[src/rsl_pkg.sv]
// Package for the system reset source logic: register map, fields, timing
// Notes on behaviour
// - Each reset source owns a cause bit
// - Power-on sets power-on and low-voltage bits
// - Boot fetches SP at 0, PC at 4, LR ones
// - Peripherals disabled during reset, enabled when it ends
// - Debug clock pulled down, data pulled up
// - Reset pin open drain, wakes every mode
// - Option bit zero releases pin reset function
// - Pin filter uses oscillator or bus clock
// - Filters reset by power-on to negated pin
// - In stop, only oscillator filter or bypass
// - Deepest leakage stop disables and bypasses filter
// - Oscillator filter: count 3 plus 2 sync
// - Low-voltage detector off in VLP, LLS and VLLS; on in run, wait and stop
// - Low-voltage reset held until supply recovers
// - Low-voltage bit set on low-voltage or power-on
// - Watchdog timeout resets and sets its bit
// - Enabled wakeup inputs reset in the VLLS stop only
// - Wakeup flags kept until software clears
// - Clock monitor resets on lost reference
// - Lost reference sets loss-of-clock bit
package rsl_pkg;
    localparam logic [7:0]  ADR_CAUSE      = 8'h00;
    localparam logic [7:0]  ADR_FILT_CTRL  = 8'h04;
    localparam logic [7:0]  ADR_FILT_WIDTH = 8'h08;
    localparam logic [7:0]  ADR_LV_CTRL    = 8'h0c;
    localparam logic [7:0]  ADR_CLK_MON    = 8'h10;
    localparam logic [7:0]  ADR_WAKE_FLAGS = 8'h14;
    localparam logic [7:0]  ADR_MODE       = 8'h18;
    // Cause bit positions
    localparam int CB_WAKEUP = 0;
    localparam int CB_LVD    = 1;
    localparam int CB_LOC    = 2;
    localparam int CB_WATCHDOG_CAUSE_FLAG   = 5;
    localparam int CB_PIN    = 6;
    localparam int CB_POR    = 7;
    // Filter control fields
    localparam int FC_RUN_LSB  = 0;
    localparam int FC_STOP_POS = 2;
    localparam logic [1:0] FSEL_OFF = 2'h0;
    localparam logic [1:0] FSEL_BUS = 2'h1;
    localparam logic [1:0] FSEL_OSC = 2'h2;
    localparam int FW_BITS = 5;
    // Low-voltage and clock monitor control fields
    localparam int LV_RE_POS  = 4;
    localparam int LV_SEL_LSB = 0;
    localparam int CM_EN_POS  = 7;
    localparam int CM_RNG_POS = 4;
    // Reset values
    localparam logic [7:0] RST_LV_CTRL = 8'h10;
    localparam logic [7:0] RST_CLK_MON = 8'h00;
    // Timing
    localparam int SYS_CLK_HZ     = 100_000_000;
    localparam int OSC_HZ         = 1_000;
    localparam int OSC_DIV        = SYS_CLK_HZ / OSC_HZ;
    localparam int OSC_FILT_COUNT = 3;
    localparam int RESET_HOLD_CYC = 128;
    // Boot constants
    localparam logic [31:0] VEC_SP_OFFSET = 32'h0000_0000;
    localparam logic [31:0] VEC_PC_OFFSET = 32'h0000_0004;
    localparam logic [31:0] LINK_RESET    = 32'hffff_ffff;

    typedef enum logic [5:0] {
        PM_RUN  = 6'h01,
        PM_WAIT = 6'h02,
        PM_STOP = 6'h04,
        PM_VLP  = 6'h08,
        PM_LLS  = 6'h10,
        PM_VLLS = 6'h20
    } rsl_pmode_e;

    typedef struct packed {
        logic       por;
        logic       lv_below;
        logic       watchdog_cause_flag_timeout;
        logic       loc_event;
        logic [7:0] wake_in;
    } rsl_src_s;

    typedef struct packed {
        logic [31:0] sp_addr;
        logic [31:0] pc_addr;
        logic [31:0] link_init;
    } rsl_boot_s;
endpackage

[src/rsl_reset_source.sv]
// System reset source logic with cause recording and reset pin filter
//
// The implementer's own choices: the Wishbone register port and the address map.
`timescale 1ns/100ps
module rsl_reset_source #(
    parameter int WAKE_W  = 8,
    parameter int OSC_DIV = rsl_pkg::OSC_DIV
) (
    input  wire logic               CLK_SYS,
    input  wire logic               RESET_N,
    input  wire logic [7:0]         WB_ADR_I,
    input  wire logic [31:0]        WB_DAT_I,
    output logic [31:0]             WB_DAT_O,
    input  wire logic               WB_WE_I,
    input  wire logic [3:0]         WB_SEL_I,
    input  wire logic               WB_STB_I,
    input  wire logic               WB_CYC_I,
    output logic                    WB_ACK_O,
    input  wire rsl_pkg::rsl_src_s  SRC_I,
    input  wire logic               PIN_RESET_I,
    output logic                    PIN_RESET_O,
    output logic                    PIN_RESET_OE,
    input  wire logic               PIN_ENABLE_OPT,
    input  wire logic               CLK_MON_REF_OK,
    output logic                    SYS_RESET_N,
    output logic [2:0]              LV_THRESHOLD,
    output logic                    LV_DETECT_EN,
    output logic                    CLK_MON_EN,
    output logic                    CLK_MON_RANGE,
    output logic                    PERIPH_ENABLE,
    output logic                    SWD_CLK_PULLDOWN,
    output logic                    SWD_DIO_PULLUP,
    output rsl_pkg::rsl_boot_s      BOOT_O
);
    import rsl_pkg::*;

    if (WAKE_W < 1 || WAKE_W > 8) begin : g_wake_chk
        $error("WAKE_W must be 1..8");
    end
    if (OSC_DIV < 2) begin : g_div_chk
        $error("OSC_DIV must be at least 2");
    end

    logic [7:0] cause;
    logic [3:0] filt_ctrl;
    logic [FW_BITS-1:0] filt_width;
    logic [7:0] lv_ctrl;
    logic [7:0] clk_mon;
    logic [7:0] wake_flags;
    logic [5:0] mode;
    logic opt_done;
    logic opt_pin_en;

    // Two-flop synchronisers for pin, supply and monitor levels
    logic [2:0] sync1;
    logic [2:0] sync2;
    always_ff @(posedge CLK_SYS or negedge RESET_N) begin
        if (!RESET_N) begin
            sync1 <= 3'h5;
            sync2 <= 3'h5;
        end else begin
            sync1 <= {PIN_RESET_I, SRC_I.lv_below, CLK_MON_REF_OK};
            sync2 <= sync1;
        end
    end
    logic pin_s;
    logic lv_s;
    logic ref_ok_s;
    assign pin_s    = sync2[2];
    assign lv_s     = sync2[1];
    assign ref_ok_s = sync2[0];

    // Wakeup pins are asynchronous too, so they get the same two flops
    logic [7:0] wake_s1;
    logic [7:0] wake_s;
    always_ff @(posedge CLK_SYS or negedge RESET_N) begin
        if (!RESET_N) begin
            wake_s1 <= 8'h00;
            wake_s  <= 8'h00;
        end else begin
            wake_s1 <= SRC_I.wake_in;
            wake_s  <= wake_s1;
        end
    end

    // Oscillator tick from divider
    logic [$clog2(OSC_DIV)-1:0] div_cnt;
    logic osc_tick;
    always_ff @(posedge CLK_SYS or negedge RESET_N) begin
        if (!RESET_N) div_cnt <= '0;
        else if (osc_tick) div_cnt <= '0;
        else div_cnt <= div_cnt + 1'b1;
    end
    assign osc_tick = (div_cnt == $clog2(OSC_DIV)'(OSC_DIV - 1));

    // Pin option captured after release; zero drops the reset function
    always_ff @(posedge CLK_SYS or negedge RESET_N) begin
        if (!RESET_N) begin
            opt_done   <= 1'b0;
            opt_pin_en <= 1'b1;
        end else if (!opt_done) begin
            opt_done   <= 1'b1;
            opt_pin_en <= PIN_ENABLE_OPT;
        end
    end

    // Filter source select per mode
    logic in_stop;
    logic deepest;
    logic [1:0] fsel;
    assign in_stop = mode[2] | mode[3] | mode[4] | mode[5];
    assign deepest = mode[5] & (lv_ctrl[7:6] == 2'h0);
    always_comb begin
        if (deepest) fsel = FSEL_OFF;
        else if (in_stop) fsel = filt_ctrl[FC_STOP_POS] ? FSEL_OSC : FSEL_OFF;
        else fsel = filt_ctrl[FC_RUN_LSB +: 2];
    end

    // Filter: the filtered level starts negated (high)
    logic pin_filt;
    logic [FW_BITS-1:0] fcnt;
    always_ff @(posedge CLK_SYS or negedge RESET_N) begin
        if (!RESET_N) begin
            pin_filt <= 1'b1;
            fcnt     <= '0;
        end else if (fsel == FSEL_OFF || fsel == 2'h3) begin
            pin_filt <= pin_s;
            fcnt     <= '0;
        end else if (pin_s == pin_filt) begin
            fcnt <= '0;
        end else if (fsel == FSEL_BUS || osc_tick) begin
            if (fsel == FSEL_OSC && fcnt == FW_BITS'(OSC_FILT_COUNT - 1)) begin
                pin_filt <= pin_s;
                fcnt     <= '0;
            end else if (fsel == FSEL_BUS && fcnt >= filt_width) begin
                pin_filt <= pin_s;
                fcnt     <= '0;
            end else begin
                fcnt <= fcnt + 1'b1;
            end
        end
    end

    // Reset requests from each source
    logic lv_active;
    logic req_lv;
    logic req_pin;
    logic req_loc;
    logic req_wake;
    logic req_watchdog_cause_flag;
    logic pin_busy;
    assign lv_active = mode[0] | mode[1] | mode[2];
    assign req_lv    = lv_active & lv_ctrl[LV_RE_POS] & lv_s;
    // Own drive of the pin must not count as a new request, or reset never ends
    assign pin_busy  = opt_pin_en & ~pin_filt;
    assign req_pin   = pin_busy & ~in_reset;
    assign req_loc   = clk_mon[CM_EN_POS] & ~ref_ok_s;
    assign req_wake  = mode[5] & |wake_s[WAKE_W-1:0];
    assign req_watchdog_cause_flag  = SRC_I.watchdog_cause_flag_timeout;

    // Reset sequencer: hold 128 cycles and until lv recovers
    logic [7:0] hold_cnt;
    logic any_req;
    logic in_reset;
    assign any_req = req_lv | req_pin | req_loc | req_wake | req_watchdog_cause_flag;
    always_ff @(posedge CLK_SYS or negedge RESET_N) begin
        if (!RESET_N) begin
            hold_cnt <= 8'(RESET_HOLD_CYC);
            in_reset <= 1'b1;
        end else if (any_req) begin
            hold_cnt <= 8'(RESET_HOLD_CYC);
            in_reset <= 1'b1;
        end else if (hold_cnt != 8'h00) begin
            hold_cnt <= hold_cnt - 1'b1;
        end else if (!pin_busy) begin
            in_reset <= 1'b0;
        end
    end

    // Cause register: latched at start of each reset event
    logic start_req;
    assign start_req = any_req & ~in_reset;
    always_ff @(posedge CLK_SYS or negedge RESET_N) begin
        if (!RESET_N) begin
            cause <= 8'h82;
        end else if (start_req) begin
            cause <= 8'h00;
            cause[CB_LVD]    <= req_lv;
            cause[CB_PIN]    <= req_pin;
            cause[CB_LOC]    <= req_loc;
            cause[CB_WAKEUP] <= req_wake;
            cause[CB_WATCHDOG_CAUSE_FLAG]   <= req_watchdog_cause_flag;
        end
    end

    // Wakeup flags survive system reset, cleared by writing one
    logic wb_hit;
    logic wb_wr;
    assign wb_hit = WB_CYC_I & WB_STB_I & ~WB_ACK_O;
    assign wb_wr  = wb_hit & WB_WE_I & WB_SEL_I[0];
    always_ff @(posedge CLK_SYS or negedge RESET_N) begin
        if (!RESET_N) begin
            wake_flags <= 8'h00;
        end else begin
            for (int i = 0; i < 8; i++) begin
                if (i < WAKE_W && wake_s[i] && mode[5]) wake_flags[i] <= 1'b1;
                else if (wb_wr && WB_ADR_I == ADR_WAKE_FLAGS && WB_DAT_I[i])
                    wake_flags[i] <= 1'b0;
            end
        end
    end

    // Control registers; system reset returns only clk_mon and mode to defaults
    always_ff @(posedge CLK_SYS or negedge RESET_N) begin
        if (!RESET_N) begin
            filt_ctrl  <= 4'h0;
            filt_width <= '0;
            lv_ctrl    <= RST_LV_CTRL;
            clk_mon    <= RST_CLK_MON;
            mode       <= PM_RUN;
        end else if (start_req) begin
            clk_mon <= RST_CLK_MON;
            mode    <= PM_RUN;
        end else if (wb_wr) begin
            unique case (WB_ADR_I)
                ADR_FILT_CTRL:  filt_ctrl  <= WB_DAT_I[3:0];
                ADR_FILT_WIDTH: filt_width <= WB_DAT_I[FW_BITS-1:0];
                ADR_LV_CTRL:    lv_ctrl    <= WB_DAT_I[7:0];
                ADR_CLK_MON:    clk_mon    <= WB_DAT_I[7:0];
                ADR_MODE: begin
                    if ($onehot(WB_DAT_I[5:0])) mode <= WB_DAT_I[5:0];
                end
                default: ;
            endcase
        end
    end

    // Wishbone classic slave, one wait state, unmapped reads zero
    always_ff @(posedge CLK_SYS or negedge RESET_N) begin
        if (!RESET_N) begin
            WB_ACK_O <= 1'b0;
            WB_DAT_O <= 32'h0000_0000;
        end else begin
            WB_ACK_O <= wb_hit;
            if (wb_hit && !WB_WE_I) begin
                unique case (WB_ADR_I)
                    ADR_CAUSE:      WB_DAT_O <= {24'h0, cause};
                    ADR_FILT_CTRL:  WB_DAT_O <= {28'h0, filt_ctrl};
                    ADR_FILT_WIDTH: WB_DAT_O <= {27'h0, filt_width};
                    ADR_LV_CTRL:    WB_DAT_O <= {24'h0, lv_ctrl};
                    ADR_CLK_MON:    WB_DAT_O <= {24'h0, clk_mon};
                    ADR_WAKE_FLAGS: WB_DAT_O <= {24'h0, wake_flags};
                    ADR_MODE:       WB_DAT_O <= {26'h0, mode};
                    default:        WB_DAT_O <= 32'h0000_0000;
                endcase
            end
        end
    end

    // Pin driven low for the hold, then released; a low pin delays the end
    assign PIN_RESET_O      = 1'b0;
    assign PIN_RESET_OE     = in_reset & opt_pin_en & (hold_cnt != 8'h00);
    assign SYS_RESET_N      = ~in_reset;
    assign LV_THRESHOLD     = lv_ctrl[LV_SEL_LSB +: 3];
    assign LV_DETECT_EN     = lv_active;
    assign CLK_MON_EN       = clk_mon[CM_EN_POS];
    assign CLK_MON_RANGE    = clk_mon[CM_RNG_POS];
    assign PERIPH_ENABLE    = ~in_reset & opt_done;
    assign SWD_CLK_PULLDOWN = 1'b1;
    assign SWD_DIO_PULLUP   = 1'b1;
    assign BOOT_O           = '{VEC_SP_OFFSET, VEC_PC_OFFSET, LINK_RESET};
endmodule

[config.mk]
export PLATFORM = sky130hd
export DESIGN_NAME = rsl_reset_source
export DESIGN_NICKNAME = d
export VERILOG_FILES = /design/src/rsl_pkg.sv /design/src/rsl_reset_source.sv
export SDC_FILE = /design/constraint.sdc
export NUM_CORES = 1
export LEC_CHECK = 0
export ABC_AREA = 1
export BUFFER_PORTS_ARGS = -buffer_cell sky130_fd_sc_hd__buf_2
export CAP_MARGIN = 15
export CELL_PAD_IN_SITES_DETAIL_PLACEMENT = 1
export CELL_PAD_IN_SITES_GLOBAL_PLACEMENT = 1
export CORE_ASPECT_RATIO = 1.75
export CORE_MARGIN = 5
export CORE_UTILIZATION = 40
export DETAILED_ROUTE_END_ITERATION = 16
export GPL_TIMING_DRIVEN = 0
export HOLD_SLACK_MARGIN = 0.03
export PLACE_DENSITY_LB_ADDON = 0.2
export SETUP_SLACK_MARGIN = 0.05
export SLEW_MARGIN = 20
export SYNTH_ARGS = -nofsm -noshare
export SYNTH_HDL_FRONTEND = slang
export SYNTH_SLANG_ARGS = --single-unit
[constraint.sdc]
create_clock -name CLK_SYS -period 3.33 [get_ports CLK_SYS]
set_clock_uncertainty 0.1 [all_clocks]
set_input_delay 0.333 -clock CLK_SYS [delete_from_list [all_inputs] [get_ports CLK_SYS]]
set_output_delay 0.333 -clock CLK_SYS [all_outputs]
set_load 0.01 [all_outputs]
==> impl_metrics.env <==
export IMPL_cts_tree="yes"
export IMPL_final_util=0.499
export IMPL_crit_path_max_fanout=10
export IMPL_synth_top_flop_cell="dfrtp_1"
export IMPL_wl_met3_um=754
export IMPL_synth_edff_count=0
export IMPL_synth_compound_area_frac=0.0472
export IMPL_holdCritStartpoint="PIN_ENABLE_OPT"
export IMPL_crit_type="input port to flip-flop"
export IMPL_path_clk_slew_ns=0.08
export IMPL_drive_gt1_frac=0.239
export IMPL_worstMarginPinSlew_ns=0.587
export IMPL_ioPinCount=205
export IMPL_htree_levels=3
export IMPL_core_area_sq_um=15500
export IMPL_drt_first_iter_violations=151
export IMPL_grt_start_max_net_pins=80
export IMPL_diodes=0
export IMPL_wl_um=17000
export IMPL_synth_area_sq_um=6310
export IMPL_r2r_start="mode[5]"
export IMPL_cts_buffers=9
export IMPL_max_slew_margin=0.606
export IMPL_synthMuxAreaShare=0
export IMPL_ys_seq_area_frac=0.438
export IMPL_met1_length_um=5930
export IMPL_cap_violations=0
export IMPL_start_kind="input port"
export IMPL_via_per_inst=4.56
export IMPL_synth_avg_cell_area_sq_um=8.12
export IMPL_final_nets=1054
export IMPL_synthCells=777
export IMPL_hpwl_um=13600
export IMPL_met2_wirelength_um=9500
export IMPL_ys_seq_elements=110
export IMPL_min_period_ns=2.94
export IMPL_num_rows=60
export IMPL_fmax_mhz=340
export IMPL_yosysUniqueCellTypes=35
export IMPL_worstSetupEndpointType="flip-flop"
export IMPL_cp_data_required_time_ns=3.53
export IMPL_synthSimpleGateAreaFrac=0.255
export IMPL_dpl_instance_area_sq_um=7300
export IMPL_synthArstFlopShare=1.00
export IMPL_root_buffer="clkbuf_16"
export IMPL_netSwitchingPower_w=0.000880
export IMPL_internal_power_w=0.00225
export IMPL_first_global_vias=5728
export IMPL_initial_core_util=0.408
export IMPL_antenna_found_initial=0
export IMPL_port_buffers=52
export IMPL_wl_per_cell_um=14.6
export IMPL_setup_violations=0
export IMPL_postLayoutCellArea_sq_um=7720
export IMPL_rsz0062_at_grt="false"
export IMPL_grt_overflow_total=0
export IMPL_fill_cells=2002
export IMPL_drc_errors=0
export IMPL_pwr_share_comb=0.167
export IMPL_die_w_um=105
export IMPL_clock_sinks=110
export IMPL_p_sw_frac=0.281
export IMPL_layout_worst_path_cycle_share=0.882
export IMPL_fin_setup_tns_ns=0
export IMPL_top_layer_used="met4"
export IMPL_ant_nets=0
export IMPL_powerDensity_nw_per_um2=405
export IMPL_synthAdderAreaFrac=0.0333
export IMPL_dieArea_sq_um=18500
export IMPL_crit_arrival_ns=3.13
export IMPL_cts_resized=0
export IMPL_p_clk_frac=0.356
export IMPL_p_leak_nw=4.31
export IMPL_first_pass_iters=6
export IMPL_place_gp_congestion=0.850
export IMPL_chipHeight_um=176
export IMPL_area_growth_pct=22.3
export IMPL_drv_slew=0
export IMPL_hold_viol=0
export IMPL_seq_power_share=0.476
export IMPL_ys_warn_count=0
export IMPL_startpoint="WB_DAT_I[0]"
export IMPL_grt_pass1_wl_um=27900
export IMPL_totalPowerFinal_w=0.00313
export IMPL_vias=5321
export IMPL_synth_top_family_by_area="simple AND/OR/NAND/NOR gates"
export IMPL_status="completed"
export IMPL_grt_usage=0.186
export IMPL_clk_latency_ns=0.35
export IMPL_hp_class="input port to flip-flop"
export IMPL_synth_xor_area_frac=0.0139
export IMPL_vdd_drop_max_mv=0.255
export IMPL_cts_buffer_depth=2
[cell families (layout without fill, tap and decap cells)]
| family | after synthesis | in the layout |
|---|---|---|
| and+or+nand+nor | 367 | 367 |
| xor gates and xnor gates | 10 | 10 |
| DFF | 110 | 110 |
| adders and majority gates | 15 | 15 |
| AOI/OAI and AO/OA | 54 | 54 |
| other | 2 | 124 |
| buffers and inverters | 219 | 300 |
[cells in the mapped netlist, drive strengths merged (2+ instances only)]
cell type / count / area share
dfstp: 12 / 0.050
o211ai: 4 / 0.0048
ha: 12 / 0.024
a211oi: 3 / 0.0036
nor4: 2 / 0.0020
inv: 82 / 0.049
clkinv: 2 / 0.0012
xnor2: 4 / 0.0055
a31oi: 3 / 0.0030
o21ai: 27 / 0.021
conb: 2 / 0.0012
nor3: 12 / 0.010
nand3: 61 / 0.052
nor2: 60 / 0.038
nand4: 25 / 0.025
a21oi: 15 / 0.012
nand2: 204 / 0.12
xor2: 6 / 0.0083
dfrtp: 98 / 0.39
buf: 134 / 0.16
nand3b: 3 / 0.0036
fa: 3 / 0.0095
[per-layer routing]
| layer | vias to the layer above | GRT usage |
|---|---|---|
| met5 | - | 0 |
| met4 | 0 | 0.0933 |
| met3 | 44 | 0.0329 |
| met2 | 158 | 0.359 |
| met1 | 2511 | 0.185 |
| li1 | 2608 | - |
[power by group through the flow]
stage / Clock, W / Sequential (W) / Combinational [W]
after floorplan: 0 / 0.00150 / 0.000371
after global placement: 0 / 0.00151 / 0.000482
after detailed placement: 0 / 0.00152 / 0.000501
after CTS: 0.00116 / 0.00149 / 0.000517
after global routing: 0.00121 / 0.00150 / 0.000600
final: 0.00111 / 0.00149 / 0.000524
[sequential cells by signal, indices dropped and copies added, names as in the netlist]
name / flops
sync2: 3
wake_s: 8
in_reset: 1
cause: 6
filt_width: 5
filt_ctrl: 4
opt_done: 1
clk_mon: 8
mode: 6
WB_DAT_O: 8
WB_ACK_O: 1
hold_cnt: 8
fcnt: 5
sync1: 3
wake_s1: 8
wake_flags: 8
lv_ctrl: 8
pin_filt: 1
div_cnt: 17
opt_pin_en: 1
[path summary, 6_finish.rpt]
| kind | slack (ns) | depth (start not counted) | endpoint |
|---|---|---|---|
| min in group asynchronous | 0.33 | 2 | wake_flags[6] |
| min reg2reg | 0.24 | 0 | wake_s[0] |
| min | 0.08 | 3 | opt_pin_en |
| max | 0.39 | 13 | mode[3] |
| max in group asynchronous | 2.05 | 3 | sync1[2] |
| max reg2reg | 0.76 | 11 | fcnt[0] |
[layout by cell type, fill, tap and decap left out, drive strengths merged]
cell type    netlist  layout
clkinvlp           0       2
nand3             61      61
buf              134     187
ha                12      12
o211ai             4       4
conb               2     124
o21ai             27      27
xnor2              4       4
clkinv             2       3
a211oi             3       3
dfrtp             98      98
nand4             25      25
clkbuf             1      10
nor3              12      12
dlygate4sd3        0      12
nand2            204     204
a21boi             1       1
xor2               6       6
a31oi              3       3
bufinv             0       1
inv               82      85
a31o               1       1
nand3b             3       3
dfstp             12      12
nor2              60      60
a21oi             15      15
fa                 3       3
nor4               2       2
[stage by stage]
step	instances	hold WS, ns	worst slack (ns)
6_report	1166	0.0826	0.392
3_3_place_gp	1137	0.231	0.0605
3_5_place_dp	1138	0.143	0.0202
4_1_cts	1166	0.0764	0.386
5_1_grt	1166	0.0977	0.276
2_1_floorplan	899	-0.0626	0.531
[what timing repair did]
action | in CTS | in global routing
hold buffers | 12 | 0
buffers inserted | 0 | 0
endpoints found under the hold margin | 41 | 0
[worst max-delay path: stages]
cell and delay [ns]:
buf_2 0.13, inv_1 0.13, fa_1 0.54, fa_1 0.50, inv_1 0.04, ha_1 0.18
fa_1 0.42, nand3b_1 0.16, nor2_1 0.14, nand3_2 0.20, inv_1 0.18, nand3_1 0.09
nand2_1 0.07
[final cells by class]
cell class                 count  area, sq um  share of cell area
timing repair buffer          65          414              0.0536
sequential                   110         2770               0.358
buffer                       135         1020               0.132
clock inverter                 7         80.1              0.0104
tap                          186          233              0.0301
inverter                      84          315              0.0408
multi-input combinational    570         2670               0.346
clock buffer                   9          225              0.0292
Power figures use the tool's default switching activity.
